<file path="config.mk">
export PLATFORM = sky130hd
export DESIGN_NAME = a4t_top
export DESIGN_NICKNAME = d
export VERILOG_FILES = /design/src/verilog/a4t_pkg.sv /design/src/verilog/a4t_word_mem.sv /design/src/verilog/a4t_top.sv
export SDC_FILE = /design/constraint.sdc
export NUM_CORES = 2
export LEC_CHECK = 0
export ABC_AREA = 0
export BUFFER_PORTS_ARGS = -buffer_cell sky130_fd_sc_hd__clkbuf_2
export CORE_MARGIN = 4
export CORE_UTILIZATION = 67
export DETAILED_ROUTE_END_ITERATION = 8
export PLACE_DENSITY = 0.87
export SETUP_SLACK_MARGIN = 0.15
export SLEW_MARGIN = 15
export SYNTH_ARGS = -nofsm -noshare
export SYNTH_HDL_FRONTEND = slang
export SYNTH_SLANG_ARGS = --single-unit
</file>
<file path="constraint.sdc">
create_clock -name sys_clk_in -period 7.5 [get_ports sys_clk_in]
set_clock_uncertainty 0.15 [all_clocks]
set_input_delay 1.5 -clock sys_clk_in [delete_from_list [all_inputs] [get_ports sys_clk_in]]
set_output_delay 1.5 -clock sys_clk_in [all_outputs]
set_load 0.005 [all_outputs]
</file>
<file path="src/verilog/a4t_pkg.sv">
/*
 * Shared constants, types and register map of the transmit and loopback
 * block. Assumes a 250 MHz system clock from which the 1 MHz data clock
 * is derived.
 */
`default_nettype none

package a4t_pkg;

	// Clocking: every serial timing figure counts data clock ticks.
	localparam int unsigned SYS_CLK_HZ  = 250_000_000;
	localparam int unsigned DATA_CLK_HZ = 1_000_000;
	localparam int unsigned TICK_DIV    = SYS_CLK_HZ / DATA_CLK_HZ;
	localparam logic [7:0]  TICK_LAST   = 8'(TICK_DIV - 1);

	// Serial timing in data clocks.
	localparam logic [8:0] HS_HALF_CLKS = 9'h005;
	localparam logic [8:0] LS_HALF_CLKS = 9'h028;
	localparam logic [8:0] HS_GAP_CLKS  = 9'h028;
	localparam logic [8:0] LS_GAP_CLKS  = 9'h140;
	localparam logic [4:0] LAST_BIT     = 5'h1F;

	// FIFO geometry.
	localparam int unsigned WORD_W     = 32;
	localparam int unsigned PTR_W      = 5;
	localparam int unsigned CNT_W      = 6;
	localparam int unsigned RX_COUNT   = 2;
	localparam logic [5:0]  FIFO_FULL  = 6'h20;
	localparam logic [5:0]  FIFO_HALF  = 6'h10;

	// Register byte offsets.
	localparam logic [7:0] REG_CTRL      = 8'h00;
	localparam logic [7:0] REG_CMD       = 8'h04;
	localparam logic [7:0] REG_STATUS    = 8'h08;
	localparam logic [7:0] REG_TX_LOW    = 8'h0C;
	localparam logic [7:0] REG_TX_HIGH   = 8'h10;
	localparam logic [7:0] REG_RX_BASE   = 8'h14;
	localparam logic [7:0] REG_RX_STRIDE = 8'h08;
	localparam logic [7:0] REG_HIGH_OFS  = 8'h04;

	// Control register: bit 0 is parity enable, upward as in the struct.
	localparam int unsigned CTRL_W     = 6;
	localparam logic [5:0]  CTRL_RESET = 6'h05;
	localparam int unsigned CMD_MR_BIT = 0;

	// Status register bit positions.
	localparam int unsigned ST_TX_READY   = 0;
	localparam int unsigned ST_TX_HALF_N  = 1;
	localparam int unsigned ST_TX_FULL_N  = 2;
	localparam int unsigned ST_RX_RDY_N   = 3;
	localparam int unsigned ST_TX_BUSY    = 5;

	typedef struct packed {
		logic repeater_mode;
		logic tx_speed_low;
		logic transmit_enable;
		logic self_test_n_bit;
		logic parity_sense_bit;
		logic parity_enable_bit;
	} a4t_ctrl_t;

	typedef struct packed {
		logic pos;
		logic neg;
	} a4t_line_t;

	typedef enum logic [2:0] {
		TX_IDLE = 3'h0,
		TX_LOAD = 3'h1,
		TX_WAIT = 3'h2,
		TX_DATA = 3'h3,
		TX_NULL = 3'h4,
		TX_GAP  = 3'h5
	} a4t_tx_state_t;

endpackage : a4t_pkg

`default_nettype wire

</file>
<file path="src/verilog/a4t_word_mem.sv">
/*
 * Word memory of 32 entries with one write port and one registered read
 * port. Assumes a single clock; read data lag the read address by one edge.
 */
`timescale 1ns/1ns
`default_nettype none

module a4t_word_mem (
	input  wire logic                        sys_clk_in,
	input  wire logic                        rstn_in,
	input  wire logic                        wr_en_in,
	input  wire logic [a4t_pkg::PTR_W-1:0]   wr_addr_in,
	input  wire logic [a4t_pkg::WORD_W-1:0]  wr_data_in,
	input  wire logic [a4t_pkg::PTR_W-1:0]   rd_addr_in,
	output logic      [a4t_pkg::WORD_W-1:0]  rd_data_out
);
	import a4t_pkg::*;

	logic [WORD_W-1:0] mem [0:(1<<PTR_W)-1];

	always_ff @(posedge sys_clk_in) begin
		if (wr_en_in) begin
			mem[wr_addr_in] <= wr_data_in;
		end
	end

	always_ff @(posedge sys_clk_in or negedge rstn_in) begin
		if (!rstn_in) begin
			rd_data_out <= '0;
		end else begin
			rd_data_out <= mem[rd_addr_in];
		end
	end

endmodule : a4t_word_mem

`default_nettype wire

</file>
<file path="src/verilog/a4t_top.sv">
/*
 * Transmit FIFO, serialiser, self-test loopback, two receive FIFOs and
 * repeater path, reached over a classic Wishbone slave. Assumes receiver
 * decode logic on the same clock delivering whole words, and an external
 * line driver on the two serial outputs.
 */
// Summary of operation
// RULE1: half-full flag high below 16 words
// RULE2: parity enable selects parity or data bit
// RULE3: parity odd if sense low, even if high
// RULE4: enable starts word, first bit promptly
// RULE5: high speed: 5+5 clock bits, 40 gap
// RULE6: low speed: 40+40 clock bits, 320 gap
// RULE7: ready flag high when all words sent
// RULE8: self-test low loops transmit into receivers
// RULE9: receiver two gets inverted loopback stream
// RULE10: transmit outputs always carry serial stream
// RULE11: full receive FIFO overwrites newest location
// RULE12: transmit FIFO holds 32, ignores extra loads
// RULE13: host may read either half first
// RULE14: repeater copies read words into transmit FIFO; code copies only words read low half first
// RULE15: master reset stops all, empties FIFOs
// RULE16: master reset leaves control register alone
// RULE17: data ready falls promptly after word
// RULE18: host loads low half, then high half
// RULE19: ready high means transmit FIFO empty
// RULE20: separate transmit speed select chooses timing
`timescale 1ns/1ns
`default_nettype none

module a4t_top (
	input  wire logic                                 sys_clk_in,
	input  wire logic                                 rstn_in,
	input  wire logic                                 wb_cyc_in,
	input  wire logic                                 wb_stb_in,
	input  wire logic                                 wb_we_in,
	input  wire logic [7:0]                           wb_adr_in,
	input  wire logic [3:0]                           wb_sel_in,
	input  wire logic [31:0]                          wb_dat_in,
	output logic      [31:0]                          wb_dat_out,
	output logic                                      wb_ack_out,
	input  wire logic [a4t_pkg::RX_COUNT-1:0]         rx_word_valid_in,
	input  wire logic [a4t_pkg::RX_COUNT-1:0][31:0]   rx_word_in,
	input  wire a4t_pkg::a4t_line_t [a4t_pkg::RX_COUNT-1:0] rx_line_in,
	output a4t_pkg::a4t_line_t [a4t_pkg::RX_COUNT-1:0] rx_line_out,
	output logic                                      serial_out_pos_out,
	output logic                                      serial_out_neg_out,
	output logic                                      tx_ready_out,
	output logic                                      tx_half_full_n_out,
	output logic                                      tx_fifo_full_n_out,
	output logic      [a4t_pkg::RX_COUNT-1:0]         rx_data_ready_n_out
);
	import a4t_pkg::*;

	function automatic logic [7:0] rx_addr(input int idx, input logic high);
		logic [7:0] a;
		a = 8'(REG_RX_BASE + 8'(idx) * REG_RX_STRIDE);
		return high ? 8'(a + REG_HIGH_OFS) : a;
	endfunction : rx_addr

	function automatic logic [31:0] apply_parity(input logic [31:0] w,
	                                              input a4t_ctrl_t c);
		logic [31:0] r;
		r = w;
		if (c.parity_enable_bit) begin
			r[31] = c.parity_sense_bit ? ^w[30:0] : ~^w[30:0]; // RULE3
		end
		return r; // RULE2
	endfunction : apply_parity

	logic                     ack_reg;
	logic [31:0]              dat_reg;
	logic [31:0]              rd_data;
	logic                     req;
	logic                     acc_wr;
	logic                     acc_rd;
	logic [7:0]               adr;
	logic                     mr_pulse;
	a4t_ctrl_t                ctrl_reg;
	logic [15:0]              tx_low_reg;
	logic                     host_push;
	logic                     rep_push;
	logic [31:0]              rep_word;
	logic                     tx_push;
	logic                     tx_pop;
	logic [31:0]              tx_word;
	logic [PTR_W-1:0]         tx_wr_ptr_reg;
	logic [PTR_W-1:0]         tx_rd_ptr_reg;
	logic [CNT_W-1:0]         tx_cnt_reg;
	logic [31:0]              tx_q;
	logic                     tx_full;
	logic [7:0]               tick_cnt_reg;
	logic                     tick;
	a4t_tx_state_t            state_reg;
	logic [31:0]              shift_reg;
	logic [4:0]               bit_idx_reg;
	logic [8:0]               phase_reg;
	logic [8:0]               half_clks;
	logic [8:0]               gap_clks;
	logic                     tx_ready_reg;
	logic                     pos_reg;
	logic                     neg_reg;
	logic                     half_n_reg;
	logic                     full_n_reg;
	a4t_line_t [RX_COUNT-1:0] sync1_reg;
	a4t_line_t [RX_COUNT-1:0] sync2_reg;
	a4t_line_t [RX_COUNT-1:0] line_reg;
	logic [RX_COUNT-1:0]      rdy_n_reg;
	logic [RX_COUNT-1:0]      rx_rep_push;
	logic [RX_COUNT-1:0][31:0] rx_q;

	assign req      = wb_cyc_in & wb_stb_in;
	assign acc_wr   = req & ack_reg & wb_we_in;
	assign acc_rd   = req & ack_reg & ~wb_we_in;
	assign adr      = {wb_adr_in[7:2], 2'b00};
	// Acting on the command write itself clears FIFOs, flags and serialiser in that edge; control is kept.
	assign mr_pulse = acc_wr & (adr == REG_CMD) & wb_sel_in[0]
	                & wb_dat_in[CMD_MR_BIT]; // RULE15

	// Wishbone slave: ack one cycle after the strobe, effects at the ack edge.
	always_ff @(posedge sys_clk_in or negedge rstn_in) begin
		if (!rstn_in) begin
			ack_reg <= 1'b0;
			dat_reg <= '0;
		end else begin
			ack_reg <= req & ~ack_reg;
			if (req & ~ack_reg) begin
				dat_reg <= rd_data;
			end
		end
	end

	always_comb begin
		rd_data = '0;
		case (adr)
			REG_CTRL: begin
				rd_data[CTRL_W-1:0] = ctrl_reg;
			end
			REG_STATUS: begin
				rd_data[ST_TX_READY]  = tx_ready_reg;
				rd_data[ST_TX_HALF_N] = half_n_reg;
				rd_data[ST_TX_FULL_N] = full_n_reg;
				rd_data[ST_TX_BUSY]   = (state_reg != TX_IDLE);
				rd_data[ST_RX_RDY_N +: RX_COUNT] = rdy_n_reg;
			end
			REG_TX_LOW: begin
				rd_data[15:0] = tx_low_reg;
			end
			default: begin
				for (int i = 0; i < RX_COUNT; i++) begin
					if (adr == rx_addr(i, 1'b0)) begin
						rd_data[15:0] = rx_q[i][15:0]; // RULE13
					end
					if (adr == rx_addr(i, 1'b1)) begin
						rd_data[15:0] = rx_q[i][31:16]; // RULE13
					end
				end
			end
		endcase
	end

	// Of the two resets, only the power-on reset touches the control register.
	always_ff @(posedge sys_clk_in or negedge rstn_in) begin
		if (!rstn_in) begin
			ctrl_reg <= a4t_ctrl_t'(CTRL_RESET);
		end else if (acc_wr & (adr == REG_CTRL) & wb_sel_in[0]) begin
			ctrl_reg <= a4t_ctrl_t'(wb_dat_in[CTRL_W-1:0]); // RULE16
		end
	end

	always_ff @(posedge sys_clk_in or negedge rstn_in) begin
		if (!rstn_in) begin
			tx_low_reg <= '0;
		end else if (acc_wr & (adr == REG_TX_LOW) & (&wb_sel_in[1:0])) begin
			tx_low_reg <= wb_dat_in[15:0]; // RULE18
		end
	end

	assign host_push = acc_wr & (adr == REG_TX_HIGH) & (&wb_sel_in[1:0]);
	assign tx_full   = (tx_cnt_reg == FIFO_FULL);
	assign tx_push   = (host_push | rep_push) & ~tx_full & ~mr_pulse; // RULE12
	assign tx_word   = host_push ? {wb_dat_in[15:0], tx_low_reg} : rep_word;
	assign tx_pop    = (state_reg == TX_LOAD);

	always_ff @(posedge sys_clk_in or negedge rstn_in) begin
		if (!rstn_in) begin
			tx_wr_ptr_reg <= '0;
			tx_rd_ptr_reg <= '0;
			tx_cnt_reg    <= '0;
		end else if (mr_pulse) begin
			tx_wr_ptr_reg <= '0; // RULE15
			tx_rd_ptr_reg <= '0;
			tx_cnt_reg    <= '0;
		end else begin
			if (tx_push) begin
				tx_wr_ptr_reg <= tx_wr_ptr_reg + 1'b1;
			end
			if (tx_pop) begin
				tx_rd_ptr_reg <= tx_rd_ptr_reg + 1'b1;
			end
			if (tx_push & ~tx_pop) begin
				tx_cnt_reg <= tx_cnt_reg + 1'b1;
			end else if (tx_pop & ~tx_push) begin
				tx_cnt_reg <= tx_cnt_reg - 1'b1;
			end
		end
	end

	a4t_word_mem u_tx_mem (
		.sys_clk_in  (sys_clk_in),
		.rstn_in     (rstn_in),
		.wr_en_in    (tx_push),
		.wr_addr_in  (tx_wr_ptr_reg),
		.wr_data_in  (tx_word),
		.rd_addr_in  (tx_rd_ptr_reg),
		.rd_data_out (tx_q)
	);

	// Flags follow the count one edge later so that they come from flops.
	always_ff @(posedge sys_clk_in or negedge rstn_in) begin
		if (!rstn_in) begin
			half_n_reg <= 1'b1;
			full_n_reg <= 1'b1;
		end else if (mr_pulse) begin
			half_n_reg <= 1'b1;
			full_n_reg <= 1'b1;
		end else begin
			half_n_reg <= (tx_cnt_reg < FIFO_HALF); // RULE1
			full_n_reg <= ~tx_full; // RULE12
		end
	end

	always_ff @(posedge sys_clk_in or negedge rstn_in) begin
		if (!rstn_in) begin
			tick_cnt_reg <= '0;
		end else if (tick) begin
			tick_cnt_reg <= '0;
		end else begin
			tick_cnt_reg <= tick_cnt_reg + 1'b1;
		end
	end

	assign tick      = (tick_cnt_reg == TICK_LAST);
	// Speed is read live; changing it mid-word distorts that word only.
	assign half_clks = ctrl_reg.tx_speed_low ? LS_HALF_CLKS : HS_HALF_CLKS; // RULE20
	assign gap_clks  = ctrl_reg.tx_speed_low ? LS_GAP_CLKS : HS_GAP_CLKS; // RULE20

	// Serialiser. The gap ends one tick early because the next word waits
	// for a tick in TX_WAIT, so the quiet time is exactly the gap figure.
	always_ff @(posedge sys_clk_in or negedge rstn_in) begin
		if (!rstn_in) begin
			state_reg   <= TX_IDLE;
			shift_reg   <= '0;
			bit_idx_reg <= '0;
			phase_reg   <= '0;
			pos_reg     <= 1'b0;
			neg_reg     <= 1'b0;
		end else if (mr_pulse) begin
			state_reg <= TX_IDLE; // RULE15
			pos_reg   <= 1'b0;
			neg_reg   <= 1'b0;
		end else begin
			case (state_reg)
				TX_IDLE: begin
					if (ctrl_reg.transmit_enable && tx_cnt_reg != '0) begin
						state_reg <= TX_LOAD; // RULE4
					end
				end
				TX_LOAD: begin
					shift_reg <= apply_parity(tx_q, ctrl_reg); // RULE2
					state_reg <= TX_WAIT; // RULE4
				end
				TX_WAIT: begin
					if (tick) begin
						bit_idx_reg <= '0;
						phase_reg   <= '0;
						pos_reg     <= shift_reg[0]; // RULE4
						neg_reg     <= ~shift_reg[0];
						state_reg   <= TX_DATA;
					end
				end
				TX_DATA: begin
					if (tick) begin
						if (phase_reg == 9'(half_clks - 1'b1)) begin
							phase_reg <= '0; // RULE5 RULE6
							pos_reg   <= 1'b0;
							neg_reg   <= 1'b0;
							state_reg <= TX_NULL;
						end else begin
							phase_reg <= phase_reg + 1'b1;
						end
					end
				end
				TX_NULL: begin
					if (tick) begin
						if (phase_reg != 9'(half_clks - 1'b1)) begin
							phase_reg <= phase_reg + 1'b1;
						end else if (bit_idx_reg == LAST_BIT) begin
							phase_reg <= '0;
							state_reg <= TX_GAP;
						end else begin
							phase_reg   <= '0; // RULE5 RULE6
							bit_idx_reg <= bit_idx_reg + 1'b1;
							shift_reg   <= {1'b0, shift_reg[31:1]};
							pos_reg     <= shift_reg[1];
							neg_reg     <= ~shift_reg[1];
							state_reg   <= TX_DATA;
						end
					end
				end
				TX_GAP: begin
					if (tick) begin
						if (phase_reg == 9'(gap_clks - 9'h002)) begin
							phase_reg <= '0; // RULE5 RULE6
							if (ctrl_reg.transmit_enable && tx_cnt_reg != '0) begin
								state_reg <= TX_LOAD;
							end else begin
								state_reg <= TX_IDLE;
							end
						end else begin
							phase_reg <= phase_reg + 1'b1;
						end
					end
				end
				default: begin
					state_reg <= TX_IDLE;
				end
			endcase
		end
	end

	// Ready is a loaded-versus-sent check; a load in the same edge keeps it low.
	always_ff @(posedge sys_clk_in or negedge rstn_in) begin
		if (!rstn_in) begin
			tx_ready_reg <= 1'b1;
		end else if (mr_pulse) begin
			tx_ready_reg <= 1'b1; // RULE15 RULE19
		end else if (tx_push) begin
			tx_ready_reg <= 1'b0;
		end else if (state_reg == TX_NULL && tick && bit_idx_reg == LAST_BIT
		             && phase_reg == 9'(half_clks - 1'b1)
		             && tx_cnt_reg == '0) begin
			tx_ready_reg <= 1'b1; // RULE7 RULE19
		end
	end

	// Line inputs are pins: two flops before the loopback mux reads them.
	always_ff @(posedge sys_clk_in or negedge rstn_in) begin
		if (!rstn_in) begin
			sync1_reg <= '0;
			sync2_reg <= '0;
			line_reg  <= '0;
		end else begin
			sync1_reg <= rx_line_in;
			sync2_reg <= sync1_reg;
			if (ctrl_reg.self_test_n_bit) begin
				line_reg <= sync2_reg;
			end else begin
				line_reg[0] <= '{pos: pos_reg, neg: neg_reg}; // RULE8
				line_reg[1] <= '{pos: neg_reg, neg: pos_reg}; // RULE8 RULE9
			end
		end
	end

	// Receive FIFOs: a word pops once both halves have been read.
	for (genvar g = 0; g < RX_COUNT; g++) begin : g_rx
		logic [PTR_W-1:0] wr_ptr_reg;
		logic [PTR_W-1:0] rd_ptr_reg;
		logic [CNT_W-1:0] cnt_reg;
		logic             lo_seen_reg;
		logic             hi_seen_reg;
		logic             rd_lo;
		logic             rd_hi;
		logic             pop;
		logic             push;
		logic             full;
		logic             overwrite;
		logic [PTR_W-1:0] wr_addr;

		assign rd_lo     = acc_rd & (adr == rx_addr(g, 1'b0));
		assign rd_hi     = acc_rd & (adr == rx_addr(g, 1'b1));
		assign pop       = ((rd_lo & hi_seen_reg) | (rd_hi & lo_seen_reg))
		                 & (cnt_reg != '0) & ~mr_pulse; // RULE13
		assign push      = rx_word_valid_in[g] & ~mr_pulse;
		assign full      = (cnt_reg == FIFO_FULL);
		assign overwrite = push & full & ~pop;
		assign wr_addr   = overwrite ? PTR_W'(wr_ptr_reg - 1'b1) : wr_ptr_reg; // RULE11
		// Repeater copies only a word read low half first.
		assign rx_rep_push[g] = ctrl_reg.repeater_mode & rd_hi & pop; // RULE14

		always_ff @(posedge sys_clk_in or negedge rstn_in) begin
			if (!rstn_in) begin
				wr_ptr_reg  <= '0;
				rd_ptr_reg  <= '0;
				cnt_reg     <= '0;
				lo_seen_reg <= 1'b0;
				hi_seen_reg <= 1'b0;
			end else if (mr_pulse) begin
				wr_ptr_reg  <= '0; // RULE15
				rd_ptr_reg  <= '0;
				cnt_reg     <= '0;
				lo_seen_reg <= 1'b0;
				hi_seen_reg <= 1'b0;
			end else begin
				if (push & ~overwrite) begin
					wr_ptr_reg <= wr_ptr_reg + 1'b1;
				end
				if (pop) begin
					rd_ptr_reg  <= rd_ptr_reg + 1'b1;
					lo_seen_reg <= 1'b0;
					hi_seen_reg <= 1'b0;
				end else begin
					lo_seen_reg <= lo_seen_reg | rd_lo;
					hi_seen_reg <= hi_seen_reg | rd_hi;
				end
				if (push & ~overwrite & ~pop) begin
					cnt_reg <= cnt_reg + 1'b1;
				end else if (pop & ~push) begin
					cnt_reg <= cnt_reg - 1'b1;
				end
			end
		end

		always_ff @(posedge sys_clk_in or negedge rstn_in) begin
			if (!rstn_in) begin
				rdy_n_reg[g] <= 1'b1;
			end else if (mr_pulse) begin
				rdy_n_reg[g] <= 1'b1; // RULE15
			end else begin
				rdy_n_reg[g] <= (cnt_reg == '0); // RULE17
			end
		end

		a4t_word_mem u_rx_mem (
			.sys_clk_in  (sys_clk_in),
			.rstn_in     (rstn_in),
			.wr_en_in    (push),
			.wr_addr_in  (wr_addr),
			.wr_data_in  (rx_word_in[g]),
			.rd_addr_in  (rd_ptr_reg),
			.rd_data_out (rx_q[g])
		);
	end

	always_comb begin
		rep_push = 1'b0;
		rep_word = '0;
		for (int i = 0; i < RX_COUNT; i++) begin
			if (rx_rep_push[i]) begin
				rep_push = 1'b1; // RULE14
				rep_word = rx_q[i];
			end
		end
	end

	assign wb_ack_out          = ack_reg;
	assign wb_dat_out          = dat_reg;
	assign serial_out_pos_out  = pos_reg; // RULE10
	assign serial_out_neg_out  = neg_reg; // RULE10
	assign tx_ready_out        = tx_ready_reg;
	assign tx_half_full_n_out  = half_n_reg;
	assign tx_fifo_full_n_out  = full_n_reg;
	assign rx_data_ready_n_out = rdy_n_reg;
	assign rx_line_out         = line_reg;

endmodule : a4t_top

`default_nettype wire

</file>
Word level (Yosys, flattened, before mapping)
Memories as Yosys holds them, arrays and structs flattened. A register that Yosys moved wholly into a read port is not among the register bits.
Index checks and enable logic that the tools add are counted.
Operators by class
  add/sub/neg operators: 19
  multipliers: 0
  div/mod/pow operators: 0
  $lt $le $gt $ge: 1
  equal/unequal tests: 36
  shift-type cells: 0
  multiplexer cells: 104
  bitwise gates (word level): 67
  reductions and logical operators: 40
Operators by type and width (count)
  $mux 32: 6
  $mux 5: 18
  $mux 9: 8
  $mux 16: 4
  $pmux 32 s2: 1
  $mux 6: 10
  $and 1x1->1: 46
  $mux 1: 38
  $pmux 9 s4: 1
  $add 5x1->5 const B: 7
  $reduce_xnor 31->1: 1
  $reduce_xor 31->1: 1
  $mux 3: 10
  $ne 3x3->1 const B: 9
  $eq 6x3->1 const B: 4
  $pmux 10 s2: 1
  $add 6x1->6 const B: 3
  $eq 6x6->1 const B: 3
  $eq 9x9->1: 2
  $logic_not 6->1: 3
  $pmux 3 s6: 1
  $pmux 6 s3: 1
  $reduce_bool 6->1: 3
  $sub 6x1->6 const B: 3
  other kinds (35): 83
Storage, ports and cells
  register bits: 167
  latch bits: 0
  memory bits (writable): 3072
  ROM bits: 0
  input port bits: 119
  output and inout port bits: 44
  word-level logic and storage cells: 316
  memories: 3
Memory list
  g_rx[0].u_rx_mem.mem: depth 32, width 32, read ports 1, clocked after Yosys merged registers in 1, write ports 1, line a4t_word_mem.sv:19  | logic [WORD_W-1:0] mem [0:(1<<PTR_W)-1];
  g_rx[1].u_rx_mem.mem: depth 32, width 32, read ports 1, clocked after Yosys merged registers in 1, write ports 1, line a4t_word_mem.sv:19
  u_tx_mem.mem: depth 32, width 32, read ports 1, clocked after Yosys merged registers in 1, write ports 1, line a4t_word_mem.sv:19

Logic depth before layout (Yosys ltp)
  depth in word-level cells: 19
  mapped depth: 15
  gate-level depth less buffers: 13

By module
A second synthesis with hierarchy kept.
Unflattened totals
  cell total of the unflattened synthesis: 7855
  area total of the unflattened synthesis: 131861.5 µm²
Modules (own cells, without submodules)
  a4t_word_mem: times used 3, cells each 2260, area an instance 40647.7 µm², sequential area each 31550.3 µm²
  a4t_top: times used 1, cells each 1075, area an instance 9918.3 µm², sequential area each 4187.8 µm²

Worst setup path before layout
Ideal clock, no wire load.
  path type: input port to flip-flop
  from: input wb_adr_in[7]
  to: memory g_rx[1].u_rx_mem.mem[0][0], enable pin
  setup time: 0.421 ns
  data arrival time: 4.754 ns
  required time: 6.929 ns
  setup slack: 2.175 ns
  stages on the path: 9
  path buffers: 2
  path through: or4_4 or4_1 buf_2 and3_1 buf_2 nand2_2 o21a_2 o2111ai_1 nor2_1
Between the ends
  cells in the longest elaborated chain, start to end: 9
  elaborated cells between the ends (all ways): 21
  classes of those cells: eq/ne: 3; mux: 3; bitwise: 15
RTL lines
  start: declaration: line a4t_top.sv:37  | input wire logic [7:0] wb_adr_in,
  $eq 6x1->1, or another cell as far along: line a4t_top.sv:117  | assign mr_pulse = acc_wr & (adr == REG_CMD) & wb_sel_in[0]
  $and 1x1->1 (on tied branches): line a4t_top.sv:117, a4t_top.sv:380, a4t_top.sv:381
  $and 1x1->1 (on tied branches): line a4t_top.sv:117, a4t_top.sv:382
  $and 1x1->1 or $or 1x1->1 (tied branches): line a4t_top.sv:118, a4t_top.sv:382
  $not 1->1 (no line) or $and 1x1->1 (tied branches)
  $and 1x1->1 (on tied branches): line a4t_top.sv:384, a4t_top.sv:383
  $and 1x1->1 or $not 1->1 (tied branches): line a4t_top.sv:386  | assign overwrite = push & full & ~pop;
  $and 1x1->1: line a4t_top.sv:386
  $mux 5: line a4t_top.sv:387  | assign wr_addr = overwrite ? PTR_W'(wr_ptr_reg - 1'b1) : wr_ptr_reg;
  end: declaration: line a4t_word_mem.sv:19
Parallel ways exist; a longest one is shown, timed or not.

Worst setup path in the final report
  from: input wb_adr_in[7]
  to: memory g_rx[0].u_rx_mem.mem[26][5], enable pin
Between the ends
  cells in the longest elaborated chain, start to end: 9
  elaborated cells between the ends (all ways): 21
  classes of those cells: eq/ne: 3; mux: 3; bitwise: 15
RTL lines (line)
  $eq 6x1->1, or another cell as far along: a4t_top.sv:117
  $and 1x1->1 (on tied branches): a4t_top.sv:117, a4t_top.sv:380, a4t_top.sv:381
  $and 1x1->1 (on tied branches): a4t_top.sv:117, a4t_top.sv:382
  $and 1x1->1 or $or 1x1->1 (tied branches): a4t_top.sv:118, a4t_top.sv:382
  $not 1->1 (no line) or $and 1x1->1 (tied branches)
  $and 1x1->1 (on tied branches): a4t_top.sv:384, a4t_top.sv:383
  $and 1x1->1 or $not 1->1 (tied branches): a4t_top.sv:386
  $and 1x1->1: a4t_top.sv:386
  $mux 5: a4t_top.sv:387
  end: declaration: a4t_word_mem.sv:19
Parallel ways exist; a longest one is shown, timed or not.

==> results.md <==
- Mean area per synthesized cell: 22.62 sq um
- Distinct cells, synth: a little over 80
- Total core area: roughly 190000 sq um
- Finished layout cell area: 144500 sq um
- Total number of yosys warnings: 0
- Setup slack, reg-to-reg: about 1.9 ns
- DIE AREA: 199900 sq um
- Final worst-path setup slack: 1.577 ns
- Root buffer cell: clkbuf_16
- Total power: 44.33 mW
- DRT antenna net count: 0
- Critical-path cell list: clkbuf_2 > or4b_1 > a211oi_4 > a211o_1 > nand3_1 > o31ai_1 > nand2_1 > nor2_4 > buf_4
- Worst r2r path cells: 9
- Max-cap check violation count: 0
- Largest net degree at the start of global routing: 131
- Setup TNS: 0 ns
- Die height: roughly 450 um
- Main area contributors after synthesis: edfxtp_1 71%, mux4_2 17%, dfrtp_1 5.0%
- Failing checks: design-rule violations
- Max-slew violation count: 0
- Multi-input gate area: 29670 sq um
- Fin crit period: 5.923 ns
- Worst setup EP type: flip-flop
- Cell taking the most area after synthesis: edfxtp_1
- Initial antenna violation count: 68
- Synth cell count leaders: 3072 x edfxtp_1, 960 x mux4_2, 256 x dfrtp_1
- GRT overflow: 0
- Async SR Flop Fraction: 7.886%
- RSZ-0062 raised after global routing: false
- Synth Cell Area: 129200 sq um
- Dpl hpwl: 188.0 mm
- Global placer's final weighted congestion: 0.9193
- Placed Area: 133700 sq um
- Die width: 447.1 um
- PD cells: 306.7 nW/um^2
- Post-synthesis sequential area ratio: ~76%
- Clock sink total: 3335
- Drt total wl: between 300 and 400 mm
- Fmax achieved: 168.8 MHz
- Critical Path Source Type: input pin
- Worst slew pin tran: 1.327 ns
- Via density: 7.798
- Clock Latency Late Sink: slightly below 1 ns
- Area grow syn2layout: 11.86%
- Regs by FF count: g_rx.u_rx_mem.mem x2048, u_tx_mem.mem x1024, g_rx.u_rx_mem.rd_data_out x64
- Vias in the first global route: 68337
- Max incr delay on CP: just over 0.9 ns
- # rows: 160
- Worst Hold Class: reg -> reg
- Share of cells above drive strength 1: a little under a third
- Pre-CTS setup slack: 1.324 ns
- Synth Register Bits: 3335
- Status: finished with violations
- All-Layer GR Usage: 38.15%
- Inst Count DP: about 8200
- Maximum buffer depth of the clock tree: 4
- Final Util: roughly three quarters
- Initial DRC Count: 13960
- TritonCTS buffer count: around 330
- Peak supply drop: ~460 uV
- Post-synth EDFFs: 3072
- TritonCTS clock tree: yes
- Crit path required time: 7.94 ns
- Residual DRC count: 103
- Final hold vios: 0
- Post-Layout Cell Count: roughly 8800
- Slew margin rel.: between 10% and 20%
- Final cycle utilization of the critical path: 78.97%
- Global-route wire length before repair: 529.3 mm
- Critical path arrival: 6.37 ns
- Starting Density: between 60% and 70%
- Kind of critical path: in -> reg
- First-pass DRT Iterations: 9
- Wire per inst: between 40 and 50 um
- Setup Fix Bufs, Post-CTS: 0
- Number of port buffers: 126
- Final net count: 6169
- H-tree depth: 5
- Primary FF master, synth: edfxtp_1
- Hold depth: 0
- Post-CTS Hold Fix Bufs: 0
- Most flops, register: g_rx.u_rx_mem.mem
- Clock-pin slew of the registers on the worst-case setup and hold paths: 0.06 ns
- Number of flip-flops in the largest register: 2048
- Proportion of netlist area held by the largest area contributor: 71.40%
- Sequential Area: 98890 sq um
- Most common cell in the netlist: edfxtp_1
- Lkg Pwr: ~45 nW
- Slowest cell on the critical path: or4b_1
- Top-Level Pins: 163
- Final hold slack: slightly below 0.2 ns
- Worst Path Max Fanout: 17
- Fill cell count: 9028
- Post-Syn Instances: 5712
- Vias: 68843
- # setup viols final: 0
- Post_cts resized: 0
-- path summary, 6_finish.rpt --
path	to	startpoint
max reg2reg	g_rx[0].u_rx_mem.mem[26][5]	wb_ack_out
max	g_rx[0].u_rx_mem.mem[26][5]	wb_adr_in[7]
min in group asynchronous	u_tx_mem.rd_data_out[14]	rstn_in
min reg2reg	sync2_reg[1]	sync1_reg[1]
max in group asynchronous	g_rx[1].rd_ptr_reg[0]	rstn_in
min	sync2_reg[1]	sync1_reg[1]
-- worst max-delay path, delay by kind of cell --
kind | cells | cell delay [ns]
AO/OA/AOI/OAI | 3 | 1.60
buffers and inverters | 2 | 0.64
AND/OR/NAND/NOR | 4 | 2.58
-- cells in the final DEF, fill, tap and decap left out, types with 14 or more instances in the layout --
master and instances:
clkinv_1 53, clkbuf_2 125, dfrtp_1 241, diode_2 54, buf_12 14, a221oi_1 16
bufinv_16 28, edfxtp_1 3072, mux2_2 134, clkbuf_8 14, o21ai_0 90, a21oi_1 37
a222oi_1 32, inv_1 64, mux4_2 960, conb_1 16, nand3_1 36, xnor2_1 42
clkinv_2 59, ha_1 31, mux2i_1 49, nor2_4 97, nand2_1 124, o31ai_1 18
clkbuf_16 335, clkinvlp_4 14, buf_4 126, nor2_1 90, nand4_1 20, xor2_1 28
clkbuf_1 62
-- per-layer routing --
layer	routed length, um	track usage, %	up-vias
li1	-	-	24700
met1	115300	48.08	34873
met2	189000	60.59	7455
met3	49710	10.76	1791
met4	29730	21.95	24
met5	351	0	-
-- cells by family after synthesis --
| group | synth area share, % |
|---|---|
| AO/OA/AOI/OAI | 1.496 |
| multiplexers | 18.28 |
| adder cells (fa/ha/maj) | 0.3467 |
| flip-flops | 76.50 |
| AND/OR/NAND/NOR | 1.729 |
| XOR/XNOR | 0.4745 |
| buffers and inverters | 1.173 |
| other | 0.002902 |
-- power by group --
part	total, mW	leakage (nW)	internal [mW]	switching, mW
Combinational	5.45	9.27	1.97	3.48
Sequential	22.3	31.1	21.4	0.890
Clock	16.6	5.07	9.30	7.31
Total	44.3	45.4	32.7	11.7
-- cell type report --
type,count,area share [%]
flip-flops and latches,3335,68.42
multi-input cells,2010,20.53
clock buffers,411,6.095
well taps,2511,2.174
repair buffers,275,1.438
clock inverters,167,1.079
inverters,65,0.1688
diodes,54,0.09350
Note: power is estimated with default switching activity, not from simulation.
